==> src/rtl/vsfrc_pkg.sv <==
/*
 * Shared constants and types for the video stream frame run control stage:
 * control register indexes, field positions, reset values, timing counts,
 * the stream beat carrier and the frame sequencing states.
 * Assumes a single clock domain; nothing here holds state.
 */
package vsfrc_pkg;

    // Stream geometry: one 8-bit sample a beat, planes sent in sequence
    localparam int unsigned BITS_PER_SAMPLE = 8;
    localparam int unsigned PLANES_PAR      = 1;
    localparam int unsigned DATA_W          = BITS_PER_SAMPLE * PLANES_PAR;

    // Packet type sits in the low four bits of the first plane
    localparam int unsigned TYPE_LSB        = 0;
    localparam int unsigned TYPE_W          = 4;
    localparam logic [3:0]  TYPE_VIDEO      = 4'h0;

    // Control slave geometry
    localparam int unsigned CTRL_ADDR_W     = 2;
    localparam int unsigned CTRL_DATA_W     = 32;

    // Register indexes on the control slave
    localparam logic [1:0]  REG_RUN_ENABLE  = 2'h0;
    localparam logic [1:0]  REG_RUN_STATUS  = 2'h1;
    localparam logic [1:0]  REG_FRAME_CTRL  = 2'h2;

    // Field positions
    localparam int unsigned RUN_ENABLE_BIT  = 0;
    localparam int unsigned RUN_STATUS_BIT  = 0;

    // Reset values
    localparam logic        RUN_ENABLE_RST  = 1'b0;
    localparam logic        RUN_STATUS_RST  = 1'b0;
    localparam logic [31:0] FRAME_CTRL_RST  = 32'h0000_0000;

    // Cycles after reset release before the run-enable flag is self-cleared
    localparam logic [2:0]  GO_CLEAR_CYCLES = 3'h4;

    // Input buffer depth in beats
    localparam int unsigned IN_BUF_DEPTH    = 4;

    // One stream beat as it travels through the stage
    typedef struct packed {
        logic [DATA_W-1:0] data;
        logic              sop;
        logic              eop;
    } vsfrc_beat_t;

    // Frame sequencing states
    typedef enum logic [2:0] {
        ST_PKT_FIRST = 3'b000,
        ST_PKT_BODY  = 3'b001,
        ST_WAIT_GO   = 3'b010,
        ST_SEND_HDR  = 3'b011,
        ST_FRAME     = 3'b100
    } vsfrc_state_t;

endpackage : vsfrc_pkg

==> src/rtl/vsfrc_in_buf.sv <==
/*
 * Small show-ahead input buffer with a ready-latency-of-one sink port.
 * Assumes the upstream source only sends in the cycle after ready was high,
 * and that the reader pops only while rd_valid_out is high.
 */
`timescale 1ns/1ps
`default_nettype none

module vsfrc_in_buf #(
    parameter int unsigned DEPTH = vsfrc_pkg::IN_BUF_DEPTH
) (
    input  wire logic                  sys_clk_in,
    input  wire logic                  reset_in,
    input  wire logic                  din_valid_in,
    input  var  vsfrc_pkg::vsfrc_beat_t din_beat_in,
    output logic                       din_ready_out,
    output vsfrc_pkg::vsfrc_beat_t     rd_beat_out,
    output logic                       rd_valid_out,
    input  wire logic                  rd_pop_in
);
    localparam int unsigned PTR_W = $clog2(DEPTH);
    localparam int unsigned CNT_W = $clog2(DEPTH + 1);

    vsfrc_pkg::vsfrc_beat_t mem [DEPTH];   // Beat storage
    logic [PTR_W-1:0] wr_ptr_ff;           // Next slot to fill
    logic [PTR_W-1:0] rd_ptr_ff;           // Oldest slot
    logic [CNT_W-1:0] count_ff;            // Beats held
    logic             ready_q_ff;          // Ready as seen one cycle late
    logic             accept;              // Beat taken this cycle
    logic             pop;                 // Beat leaves this cycle
    logic [CNT_W-1:0] nxt_count;

    // Ready granted last cycle makes this cycle's valid a transfer
    assign accept = din_valid_in & ready_q_ff;
    assign pop    = rd_pop_in & rd_valid_out;
    assign nxt_count = count_ff + CNT_W'(accept) - CNT_W'(pop);

    // Keep room for the beat that may still land after ready drops
    assign din_ready_out = (32'(count_ff) + 32'(accept)) < DEPTH;
    assign rd_valid_out  = count_ff != '0;
    assign rd_beat_out   = mem[rd_ptr_ff];

    // Pointers, occupancy and latched ready
    always_ff @(posedge sys_clk_in or posedge reset_in) begin
        if (reset_in) begin
            wr_ptr_ff  <= '0;
            rd_ptr_ff  <= '0;
            count_ff   <= '0;
            ready_q_ff <= 1'b0;
        end else begin
            wr_ptr_ff  <= accept ? PTR_W'((32'(wr_ptr_ff) + 1) % DEPTH) : wr_ptr_ff;
            rd_ptr_ff  <= pop ? PTR_W'((32'(rd_ptr_ff) + 1) % DEPTH) : rd_ptr_ff;
            count_ff   <= nxt_count;
            ready_q_ff <= din_ready_out;
        end
    end

    // Storage has no reset; slots are only read once written
    always_ff @(posedge sys_clk_in) begin
        if (accept) begin
            mem[wr_ptr_ff] <= din_beat_in;
        end
    end

endmodule : vsfrc_in_buf

`default_nettype wire

==> src/rtl/vsfrc_top.sv <==
/*
 * Video stream frame run control stage: passes a packetised video stream
 * from sink to source, halts at each image packet until run-enable is set,
 * reports running status and double-buffers one frame control word.
 * Assumes upstream and downstream use ready latency one on the main clock,
 * and that the controller holds a read for three cycles (two wait states).
 */
`timescale 1ns/1ps
`default_nettype none

module vsfrc_top #(
    parameter int unsigned BUF_DEPTH = vsfrc_pkg::IN_BUF_DEPTH
) (
    input  wire logic                                  sys_clk_in,
    input  wire logic                                  reset_in,
    // Stream sink
    input  wire logic                                  din_valid_in,
    input  var  vsfrc_pkg::vsfrc_beat_t                din_beat_in,
    output logic                                       din_ready_out,
    // Stream source
    output vsfrc_pkg::vsfrc_beat_t                     dout_beat_out,
    output logic                                       dout_valid_out,
    input  wire logic                                  dout_ready_in,
    // Control slave
    input  wire logic [vsfrc_pkg::CTRL_ADDR_W-1:0]     ctrl_address_in,
    input  wire logic                                  ctrl_read_in,
    input  wire logic                                  ctrl_write_in,
    input  wire logic [vsfrc_pkg::CTRL_DATA_W-1:0]     ctrl_writedata_in,
    output logic [vsfrc_pkg::CTRL_DATA_W-1:0]          ctrl_readdata_out,
    // Frame control word latched at frame start, for the processing core
    output logic [vsfrc_pkg::CTRL_DATA_W-1:0]          frame_ctrl_out
);
    localparam int unsigned AW = vsfrc_pkg::CTRL_ADDR_W;
    localparam int unsigned CW = vsfrc_pkg::CTRL_DATA_W;

    // Buffered input side
    vsfrc_pkg::vsfrc_beat_t buf_beat;      // Oldest buffered beat
    logic                   buf_valid;     // A beat is waiting
    logic                   buf_pop;       // Beat leaves the buffer

    // Sequencing
    vsfrc_pkg::vsfrc_state_t state_ff;     // Frame sequencer state
    vsfrc_pkg::vsfrc_state_t nxt_state;
    vsfrc_pkg::vsfrc_beat_t  hdr_ff;       // Held video type beat
    logic                    is_video_hdr; // Buffered beat opens a video packet
    logic                    fire;         // Output beat launched this edge
    logic                    fire_first;   // Forward first beat of a non-video packet
    logic                    fire_body;    // Forward a body beat
    logic                    fire_hdr;     // Emit held video type beat
    logic                    take_hdr;     // Swallow video type beat
    logic                    start_frame;  // Run-enable seen while halted
    vsfrc_pkg::vsfrc_beat_t  out_sel;      // Beat chosen for the output register

    // Output register
    vsfrc_pkg::vsfrc_beat_t dout_beat_ff;
    logic                   dout_valid_ff;

    // Control registers
    logic          run_enable_ff;          // Software run request
    logic          run_status_ff;          // Stage is processing a frame
    logic [CW-1:0] frame_ctrl_ff;          // Software side, written any time
    logic [CW-1:0] frame_ctrl_act_ff;      // Copy in use for the current frame
    logic [2:0]    go_clr_cnt_ff;          // Cycles since reset release
    logic          go_clr_done_ff;         // Self-clear already done
    logic          go_clr_now;             // Self-clear happens this edge
    logic          wr_run_enable;          // Write hits register 0
    logic          wr_frame_ctrl;          // Write hits frame control word

    // Read pipeline: two registered stages give two wait states
    logic          rd_stage_ff;
    logic [AW-1:0] rd_addr_ff;
    logic [CW-1:0] rd_mux;
    logic [CW-1:0] readdata_ff;

    // input buffer keeps space for the late beat
    // beat after ready drop is stored
    vsfrc_in_buf #(
        .DEPTH          (BUF_DEPTH)
    ) u_in_buf (
        .sys_clk_in     (sys_clk_in),
        .reset_in       (reset_in),
        .din_valid_in   (din_valid_in),
        .din_beat_in    (din_beat_in),
        .din_ready_out  (din_ready_out),
        .rd_beat_out    (buf_beat),
        .rd_valid_out   (buf_valid),
        .rd_pop_in      (buf_pop)
    );

    // type lives in the first beat's low nibble
    // control words use only the low four bits per plane
    assign is_video_hdr = buf_beat.sop &&
        (buf_beat.data[vsfrc_pkg::TYPE_LSB +: vsfrc_pkg::TYPE_W] == vsfrc_pkg::TYPE_VIDEO);

    // a launch needs ready now, so valid shows one cycle later
    // no launch while the sink is not ready
    assign fire_first = (state_ff == vsfrc_pkg::ST_PKT_FIRST) && buf_valid &&
                        !is_video_hdr && dout_ready_in;
    assign fire_body  = ((state_ff == vsfrc_pkg::ST_PKT_BODY) ||
                         (state_ff == vsfrc_pkg::ST_FRAME)) && buf_valid && dout_ready_in;
    assign fire_hdr   = (state_ff == vsfrc_pkg::ST_SEND_HDR) && dout_ready_in;
    assign fire       = fire_first | fire_body | fire_hdr;

    // video type beat leaves the input before run-enable is tested
    assign take_hdr    = (state_ff == vsfrc_pkg::ST_PKT_FIRST) && buf_valid && is_video_hdr;
    assign start_frame = (state_ff == vsfrc_pkg::ST_WAIT_GO) && run_enable_ff;

    // pixels behind the header stay buffered while halted
    assign buf_pop = fire_first | fire_body | take_hdr;

    // start flag only on a packet's first beat
    assign out_sel.data = fire_hdr ? hdr_ff.data : buf_beat.data;
    assign out_sel.sop  = fire_hdr | (fire_first & buf_beat.sop);
    assign out_sel.eop  = fire_hdr ? hdr_ff.eop : buf_beat.eop;

    // Sequencer next state
    always_comb begin
        nxt_state = state_ff;
        case (state_ff)
            vsfrc_pkg::ST_PKT_FIRST: begin
                // non-image packets pass, video header stops
                if (take_hdr) begin
                    nxt_state = vsfrc_pkg::ST_WAIT_GO;
                end else if (fire_first && !buf_beat.eop) begin
                    nxt_state = vsfrc_pkg::ST_PKT_BODY;
                end
            end
            vsfrc_pkg::ST_PKT_BODY: begin
                // Pass body beats to the end
                if (fire_body && buf_beat.eop) begin
                    nxt_state = vsfrc_pkg::ST_PKT_FIRST;
                end
            end
            vsfrc_pkg::ST_WAIT_GO: begin
                if (start_frame) begin
                    nxt_state = vsfrc_pkg::ST_SEND_HDR;
                end
            end
            vsfrc_pkg::ST_SEND_HDR: begin
                // A header carrying end of packet is an empty frame
                if (fire_hdr) begin
                    nxt_state = hdr_ff.eop ? vsfrc_pkg::ST_PKT_FIRST : vsfrc_pkg::ST_FRAME;
                end
            end
            vsfrc_pkg::ST_FRAME: begin
                // run-enable is not looked at until the frame ends
                if (fire_body && buf_beat.eop) begin
                    nxt_state = vsfrc_pkg::ST_PKT_FIRST;
                end
            end
            default: begin
                // Stray codes restart
                nxt_state = vsfrc_pkg::ST_PKT_FIRST;
            end
        endcase
    end

    // sequencer and held header on the main clock and reset
    always_ff @(posedge sys_clk_in or posedge reset_in) begin
        if (reset_in) begin
            // Look for a first beat
            state_ff <= vsfrc_pkg::ST_PKT_FIRST;
            hdr_ff   <= '0;
        end else begin
            state_ff <= nxt_state;
            // Kept for sending after release
            hdr_ff   <= take_hdr ? buf_beat : hdr_ff;
        end
    end

    // valid falls when nothing launched; data holds meanwhile
    // first launch after ready returns restores valid
    // one sample per beat, order kept as received
    always_ff @(posedge sys_clk_in or posedge reset_in) begin
        if (reset_in) begin
            // Nothing offered out of reset
            dout_valid_ff <= 1'b0;
            dout_beat_ff  <= '0;
        end else begin
            // One cycle of valid per launch
            dout_valid_ff <= fire;
            dout_beat_ff  <= fire ? out_sel : dout_beat_ff;
        end
    end

    assign dout_valid_out = dout_valid_ff;
    assign dout_beat_out  = dout_beat_ff;

    // Write decode: zero wait states, applied at the write edge
    assign wr_run_enable = ctrl_write_in && (ctrl_address_in == vsfrc_pkg::REG_RUN_ENABLE);
    assign wr_frame_ctrl = ctrl_write_in && (ctrl_address_in == vsfrc_pkg::REG_FRAME_CTRL);
    assign go_clr_now    = !go_clr_done_ff && (go_clr_cnt_ff == vsfrc_pkg::GO_CLEAR_CYCLES);

    // Post-reset counter for the one-time run-enable clear
    always_ff @(posedge sys_clk_in or posedge reset_in) begin
        if (reset_in) begin
            go_clr_cnt_ff  <= '0;
            go_clr_done_ff <= 1'b0;
        end else begin
            // Counter freezes after the clear
            go_clr_cnt_ff  <= go_clr_done_ff ? go_clr_cnt_ff : go_clr_cnt_ff + 3'h1;
            go_clr_done_ff <= go_clr_done_ff | go_clr_now;
        end
    end

    // run-enable bit, self-cleared once; a same-cycle write wins
    // writes land with no wait state
    always_ff @(posedge sys_clk_in or posedge reset_in) begin
        if (reset_in) begin
            run_enable_ff <= vsfrc_pkg::RUN_ENABLE_RST;
        end else if (wr_run_enable) begin
            // Only bit 0 is kept
            run_enable_ff <= ctrl_writedata_in[vsfrc_pkg::RUN_ENABLE_BIT];
        end else if (go_clr_now) begin
            // One-time clear after reset
            run_enable_ff <= 1'b0;
        end
    end

    // running while a frame is released
    // cleared once the video header is taken
    // set when the frame is released
    // no write path reaches this bit
    always_ff @(posedge sys_clk_in or posedge reset_in) begin
        if (reset_in) begin
            run_status_ff <= vsfrc_pkg::RUN_STATUS_RST;
        end else if (start_frame) begin
            // Frame released
            run_status_ff <= 1'b1;
        end else if (take_hdr) begin
            // Halting at a video header
            run_status_ff <= 1'b0;
        end
    end

    // software copy may change at any time
    // active copy loads only at frame release
    always_ff @(posedge sys_clk_in or posedge reset_in) begin
        if (reset_in) begin
            frame_ctrl_ff     <= vsfrc_pkg::FRAME_CTRL_RST;
            frame_ctrl_act_ff <= vsfrc_pkg::FRAME_CTRL_RST;
        end else begin
            // A write at release lands next frame
            frame_ctrl_ff     <= wr_frame_ctrl ? ctrl_writedata_in : frame_ctrl_ff;
            frame_ctrl_act_ff <= start_frame ? frame_ctrl_ff : frame_ctrl_act_ff;
        end
    end

    assign frame_ctrl_out = frame_ctrl_act_ff;

    // unused bits and unmapped indexes read zero
    assign rd_mux =
        (rd_addr_ff == vsfrc_pkg::REG_RUN_ENABLE) ? CW'(run_enable_ff) :
        (rd_addr_ff == vsfrc_pkg::REG_RUN_STATUS) ? CW'(run_status_ff) :
        (rd_addr_ff == vsfrc_pkg::REG_FRAME_CTRL) ? frame_ctrl_ff      : '0;

    // address caught at the first edge, data out after the second
    always_ff @(posedge sys_clk_in or posedge reset_in) begin
        if (reset_in) begin
            rd_stage_ff <= 1'b0;
            rd_addr_ff  <= '0;
            readdata_ff <= '0;
        end else begin
            // Marks a read in flight
            rd_stage_ff <= ctrl_read_in;
            rd_addr_ff  <= ctrl_read_in ? ctrl_address_in : rd_addr_ff;
            // Held for a slow master
            readdata_ff <= rd_stage_ff ? rd_mux : readdata_ff;
        end
    end

    assign ctrl_readdata_out = readdata_ff;

endmodule : vsfrc_top

`default_nettype wire
==> config.mk <==
export PLATFORM = sky130hd
export DESIGN_NAME = vsfrc_top
export DESIGN_NICKNAME = d
export VERILOG_FILES = /design/src/rtl/vsfrc_pkg.sv /design/src/rtl/vsfrc_in_buf.sv /design/src/rtl/vsfrc_top.sv
export SDC_FILE = /design/constraint.sdc
export NUM_CORES = 1
export LEC_CHECK = 0
export BUFFER_PORTS_ARGS = -buffer_cell sky130_fd_sc_hd__buf_2
export CAP_MARGIN = 15
export CORE_MARGIN = 3
export CORE_UTILIZATION = 62
export CTS_BUF_LIST = sky130_fd_sc_hd__clkbuf_4
export DETAILED_ROUTE_END_ITERATION = 7
export GPL_ROUTABILITY_DRIVEN = 1
export GPL_TIMING_DRIVEN = 1
export MAX_ROUTING_LAYER = met4
export PLACE_DENSITY = 0.9
export SYNTH_ARGS = -nofsm -noshare
export SYNTH_HDL_FRONTEND = slang
export SYNTH_SLANG_ARGS = --single-unit
==> constraint.sdc <==
create_clock -name sys_clk_in -period 8.95 [get_ports sys_clk_in]
set_input_delay 0.4475 -clock sys_clk_in [delete_from_list [all_inputs] [get_ports sys_clk_in]]
set_output_delay 0.4475 -clock sys_clk_in [all_outputs]
set_load 0.03 [all_outputs]
# [Word level (Yosys, flattened, before mapping)]
# Memories as Yosys holds them, arrays and structs flattened.
# Index checks and enable logic that the tools add are counted.
[word_totals] ff_bits=136 latch_bits=0 ramBits=40 rom_bits=0 elab_cells=93 memories=1
[mem_list] memory="u_in_buf.mem" words=4 width=10 rd=1 rd_ports_with_merged_regs=0 write_ports=1 line_no="vsfrc_in_buf.sv:24" text="vsfrc_pkg::vsfrc_beat_t mem [DEPTH];"
[classes] addsub=6 mul=0 div=0 n_lt_le_gt_ge=1 eq_ne=12 shift=0 muxes=18 bitwise_logic=8 n_reduce_logical=27
[ops] operator="32-bit 2-to-1 mux" n=3
[ops] operator="32-bit by 3-bit < comparator with 1-bit output, second input constant" n=1
[ops] operator="3-bit 2-to-1 mux" n=6
[ops] operator="1-bit logical AND" n=14
[ops] operator="3-bit one-hot mux with 4 select lines" n=1
[ops] operator="8-bit 2-to-1 mux" n=1
[ops] operator="1-bit 2-to-1 mux" n=7
[ops] operator="3-bit by 2-bit equality test with 1-bit output, second input constant" n=2
[ops] operator="3-bit equality test, second input constant" n=2
[ops] operator="1-bit bitwise OR" n=5
[ops] operator="2-bit by 1-bit adder with 2-bit output, second input constant" n=2
[ops] operator="3-bit by 1-bit adder with 4-bit output" n=1
[ops] operator="2-bit equality test, second input constant" n=2
[ops] operator="2-bit logical NOT" n=2
[ops] operator="4-bit logical NOT" n=1
[ops] operator="2-bit inequality test, second input constant" n=2
[ops] operator="4-bit AND reduction" n=1
[ops] operator="2-bit nonzero test" n=2
[ops] operator="3-bit by 1-bit adder with 3-bit output" n=1
[ops] operator="3-bit by 1-bit adder with 3-bit output, second input constant" n=1
[ops] operator="1-bit bitwise AND" n=3
[ops] operator="3-bit by 1-bit equality test with 1-bit output, second input constant" n=1
[ops] operator="1-bit logical NOT" n=3
[ops] operator="3-bit logical NOT" n=1
[ops] operator="7 further kinds" n=7

# [Logic depth before layout (Yosys ltp)]
# An unclocked memory read counts as a cell.
[depth] depth_word=10 ltp_mapped=11

# [Cells and area by module]
# A second synthesis with hierarchy kept.
[unflattened] hier_cells=494 area_unflattened_um2=7030.5
[modules_own_cells] module="vsfrc_top" instances=1 cells_each=403 area_each_um2=5121.2 seq_area_each_um2=3203.1
[modules_own_cells] module="vsfrc_in_buf" instances=1 cells_each=91 area_each_um2=1909.3 seq_area_each_um2=1401.3

# [Least setup slack after synthesis]
# No wires, ideal clock.
[synth_path] path_kind="flip-flop to flip-flop" startpoint="register u_in_buf.rd_ptr_ff[0]" endpoint="register u_in_buf.count_ff[2]" setup_time_ns=0.123 arrival_ns=2.982 slack_ns=5.845 stages_incl_launch_ff=12 path_buffers=2 period_less_slack_ns=3.105 path_cell_list="dfrtp_1 > buf_6 > mux4_2 > or3b_1 > or4_4 > buf_6 > nand2_1 > ha_1 > inv_1 > ha_1 > fa_1 > xnor2_1"
[synth_between] elab_chain_len=10 word_cells_on_any_way=11 classes_between="add/sub: 1; bitwise: 3; reduce/logical: 6; memory: 1"
[synth_lines] element="from (decl)" line_no="vsfrc_in_buf.sv:26" text="logic [PTR_W-1:0] rd_ptr_ff;"
[synth_lines] element="from (signal assigned)" line_no="vsfrc_in_buf.sv:52" text="rd_ptr_ff <= pop ? PTR_W'((32'(rd_ptr_ff) + 1) % DEPTH) : rd_ptr_ff;"
[synth_lines] element="memory read 4 x 10 bit *"
[synth_lines] element="4-bit logical NOT" line_no="vsfrc_top.sv:93" text="(buf_beat.data[vsfrc_pkg::TYPE_LSB +: vsfrc_pkg::TYPE_W] == vsfrc_pkg::TYPE_VIDEO);"
[synth_lines] element="1-bit logical AND *" line_no="vsfrc_top.sv:92" text="assign is_video_hdr = buf_beat.sop &&"
[synth_lines] element="1-bit logical NOT" line_no="vsfrc_top.sv:98" text="!is_video_hdr && dout_ready_in;"
[synth_lines] element="1-bit logical AND" line_no="vsfrc_top.sv:97" text="assign fire_first = (state_ff == vsfrc_pkg::ST_PKT_FIRST) && buf_valid &&"
[synth_lines] element="1-bit logical AND" line_no="vsfrc_top.sv:98"
[synth_lines] element="1-bit bitwise OR" line_no="vsfrc_top.sv:109" text="assign buf_pop = fire_first | fire_body | take_hdr;"
[synth_lines] element="1-bit bitwise OR *" line_no="vsfrc_top.sv:109"
[synth_lines] element="1-bit bitwise AND *" line_no="vsfrc_in_buf.sv:35" text="assign pop = rd_pop_in & rd_valid_out;"
[synth_lines] element="via u_in_buf.pop" line_no="vsfrc_in_buf.sv:30" text="logic pop;"
[synth_lines] element="3-bit by 1-bit subtractor with 3-bit output *" line_no="vsfrc_in_buf.sv:36" text="assign nxt_count = count_ff + CNT_W'(accept) - CNT_W'(pop);"
[synth_lines] element="via u_in_buf.nxt_count[2]" line_no="vsfrc_in_buf.sv:31" text="logic [CNT_W-1:0] nxt_count;"
[synth_lines] element="to (signal assigned)" line_no="vsfrc_in_buf.sv:53" text="count_ff <= nxt_count;"
[synth_lines] element="to (decl)" line_no="vsfrc_in_buf.sv:27" text="logic [CNT_W-1:0] count_ff;"
# The timed path passes the listed nets; every way through them passes the cells marked *.
# A chain may end at the register's enable or synchronous reset.

# [Final worst setup path]
# Same ends and word-level chain as after synthesis.

==> flow_summary.json <==
{
  "status": "finished, final reports clean",
  "io_pins": 126,
  "cts.sinks": 176,
  "critical_path_peak_fanout": 12,
  "finalSetupTns_ns": 0,
  "synth_area_leaders": "dfrtp_1 49%, edfxtp_1 17%, mux2_2 14%",
  "slew_headroom": 0.290,
  "arrival_ns": 4.05,
  "hold_viol_final": 0,
  "ys_ff_latch": 176,
  "ff2ff_path_depth": 9,
  "grt.total_usage": 0.242,
  "vias": 4215,
  "syn_avg_cell_area_um2": 14.6,
  "r2r_end": "u_in_buf.count_ff[2]",
  "syn_nets": 539,
  "drtPass1Iterations": 4,
  "yosysMostFrequentCell": "dfrtp_1",
  "endpoint_kind": "register",
  "numCtsBuffers": 17,
  "clock_path_buffers": 2,
  "drive_above_1_share": 0.418,
  "grt_max_degree": 80,
  "synth.top_cell.area_share": 0.488,
  "cts-htree-levels": 4,
  "ys_top_cells_by_count": "136 x dfrtp_1, 85 x mux2_2, 43 x inv_1",
  "hp-start": "ctrl_read_in",
  "slew_violations": 0,
  "hold_path.class": "in -> reg",
  "grt_pass1_vias": 4502,
  "antenna_found_initial": 0,
  "post_drt_wl_per_cell_um": 18.2,
  "io_buffers": 125,
  "period_share": 0.405,
  "grt_pass1_wl_um": 23000,
  "critPathRequiredTime_ns": 9.38,
  "antenna_left": 0,
  "gp_congestion": 0.813,
  "worstHoldEndpoint": "rd_stage_ff",
  "setup.worst_path.class": "reg -> reg",
  "async_flop_share": 0.773,
  "clk_pin_slew_worst_paths_ns": 0.13,
  "rows": 38,
  "r2r_setup_slack_ns": 5.33,
  "start_kind": "register",
  "drc": 0,
  "cts_root_buf": "clkbuf_4",
  "fp.dieH_um": 112,
  "vdd_drop_max_mv": 0.158,
  "post-cts-setup-buffers": 0,
  "synthCells": 479,
  "start_util": 0.638,
  "viasPerCell": 5.54,
  "dieArea_um2": 12600,
  "hold_buffers": 0,
  "final_util": 0.732,
  "ys_types": 43,
  "fp.coreArea_um2": 10900,
  "synth_edf_count": 40,
  "yosysTopAreaCell": "dfrtp_1",
  "dp_hpwl_um": 9780,
  "grt-ovfl-total": 0,
  "fin_crit_ns": 3.62,
  "dr.first_iter.drc_count": 403,
  "finClkSkew_ns": 0.0145,
  "cts_tree": "done",
  "worst_slew_pin_slew_ns": 1.07,
  "syn-cell-area_um2": 6980,
  "p_leak_nw": 3.73,
  "synth.yosys.seq_area_share": 0.660,
  "yosysWarnings": 0,
  "clock_latency_ns": 0.54,
  "die_w_um": 112,
  "whs_path_depth": 1,
  "nets": 667,
  "r2r_start": "u_in_buf.rd_ptr_ff[0]",
  "drv_cap": 0,
  "setup_viol": 0,
  "powerDensity_nw_per_um2": 291,
  "areaGrowthSynthToFinish_pct": 14.7,
  "dpl_cell_area_um2": 7720,
  "routed_wl_um": 13800,
  "ys.flop_type": "dfrtp_1",
  "fillerInstances": 689,
  "post_cts_resized": 0,
  "max_freq_ghz": 0.276,
  "rsz0062_at_grt": "false",
  "final_area_um2": 8010
}
[metrics by stage]
step / setup WS, ns / total power, W / hold WS, ns / cells
global route: 5.16 / 0.00246 / 0.0266 / 760
detailed placement: 5.38 / 0.00192 / 0.468 / 728
finish: 5.33 / 0.00233 / 0.0648 / 761
floorplan: 4.86 / 0.00169 / 0.433 / 479
CTS: 5.35 / 0.00235 / 0.0288 / 760
global placement: 5.51 / 0.00186 / 0.455 / 728
[critical path, stage by stage, from the launching register on]
cell and delay, ns:
dfrtp_1 0.74, mux4_1 0.65, or3b_1 0.43, or4_4 0.60, nand2_1 0.17, ha_1 0.16
inv_1 0.05, ha_1 0.19, fa_1 0.38, xnor2_1 0.13
[kinds of logic (layout without fill, tap and decap cells)]
family	after synthesis	count (layout)	synth area share
AO/OA/AOI/OAI	50	50	0.0400
XOR/XNOR	7	7	0.00878
adder cells (fa/ha/maj)	10	10	0.0190
buffers and inverters	62	203	0.0360
flip-flops	176	176	0.660
multiplexers	100	100	0.184
other	0	1	0
AND/OR/NAND/NOR	74	74	0.0523
[routing by layer]
layer,vias to the layer above,share of wire,wire [um],track usage
met3,25,0.055,765,0.0534
met1,2140,0.41,5690,0.300
met5,-,0,0,-
met2,131,0.51,7080,0.394
li1,1919,-,-,-
met4,0,0.022,301,0.0946
[worst max path at each step]
stage                          start                    to  depth (start not counted)
3_5_place_dp   u_in_buf.rd_ptr_ff[0]  u_in_buf.count_ff[2]                          9
6_report       u_in_buf.rd_ptr_ff[0]  u_in_buf.count_ff[2]                          9
2_1_floorplan               reset_in  ctrl_readdata_out[0]                          1
5_1_grt        u_in_buf.rd_ptr_ff[0]  u_in_buf.count_ff[2]                          9
4_1_cts        u_in_buf.rd_ptr_ff[0]  u_in_buf.count_ff[2]                          9
3_3_place_gp   u_in_buf.rd_ptr_ff[0]  u_in_buf.count_ff[2]                          9
[cells in the final DEF (no fill, tap or decap), types with 2 or more instances in the layout]
master / instances
edfxtp_1: 40
nor2_1: 6
mux4_1: 9
or3_1: 2
clkinv_4: 3
buf_2: 125
ha_1: 9
bufinv_16: 2
xnor2_1: 5
mux2_2: 85
nand2b_1: 3
and3_1: 6
and2_2: 4
nor2b_1: 2
mux2_4: 4
inv_4: 2
clkbuf_4: 19
clkinvlp_4: 4
nand3_1: 2
a211o_1: 2
inv_1: 42
nand2_1: 37
xor2_1: 2
dfrtp_1: 136
nor3_1: 3
a31oi_1: 2
o21ai_0: 38
buf_4: 3
[cell type report]
type,instances,area (um^2),area share
flip-flops and latches,176,4600,0.575
multi-input cells,241,2130,0.266
repair buffers,128,648,0.0810
well taps,140,175,0.0219
inverters,43,164,0.0205
clock buffers,19,143,0.0178
clock inverters,13,139,0.0173
diodes,1,2.50,0.000313
[state kept, by name (all words and copies together), names as in the netlist, 3 cells and up]
signal             flops
u_in_buf.mem          40
frame_ctrl_out        32
state_ff               3
frame_ctrl_ff         32
ctrl_readdata_out     32
u_in_buf.count_ff      3
go_clr_cnt_ff          3
hdr_ff                 9
dout_beat_out         10
[where the power goes]
group / total, W / switching, W / internal (W)
combinational: 0.000756 / 0.000433 / 0.000323
sequential: 0.00114 / 0.000133 / 0.00101
clock: 0.000435 / 0.000263 / 0.000172
total: 0.00233 / 0.000829 / 0.00150
(Power assumes the default switching activity.)
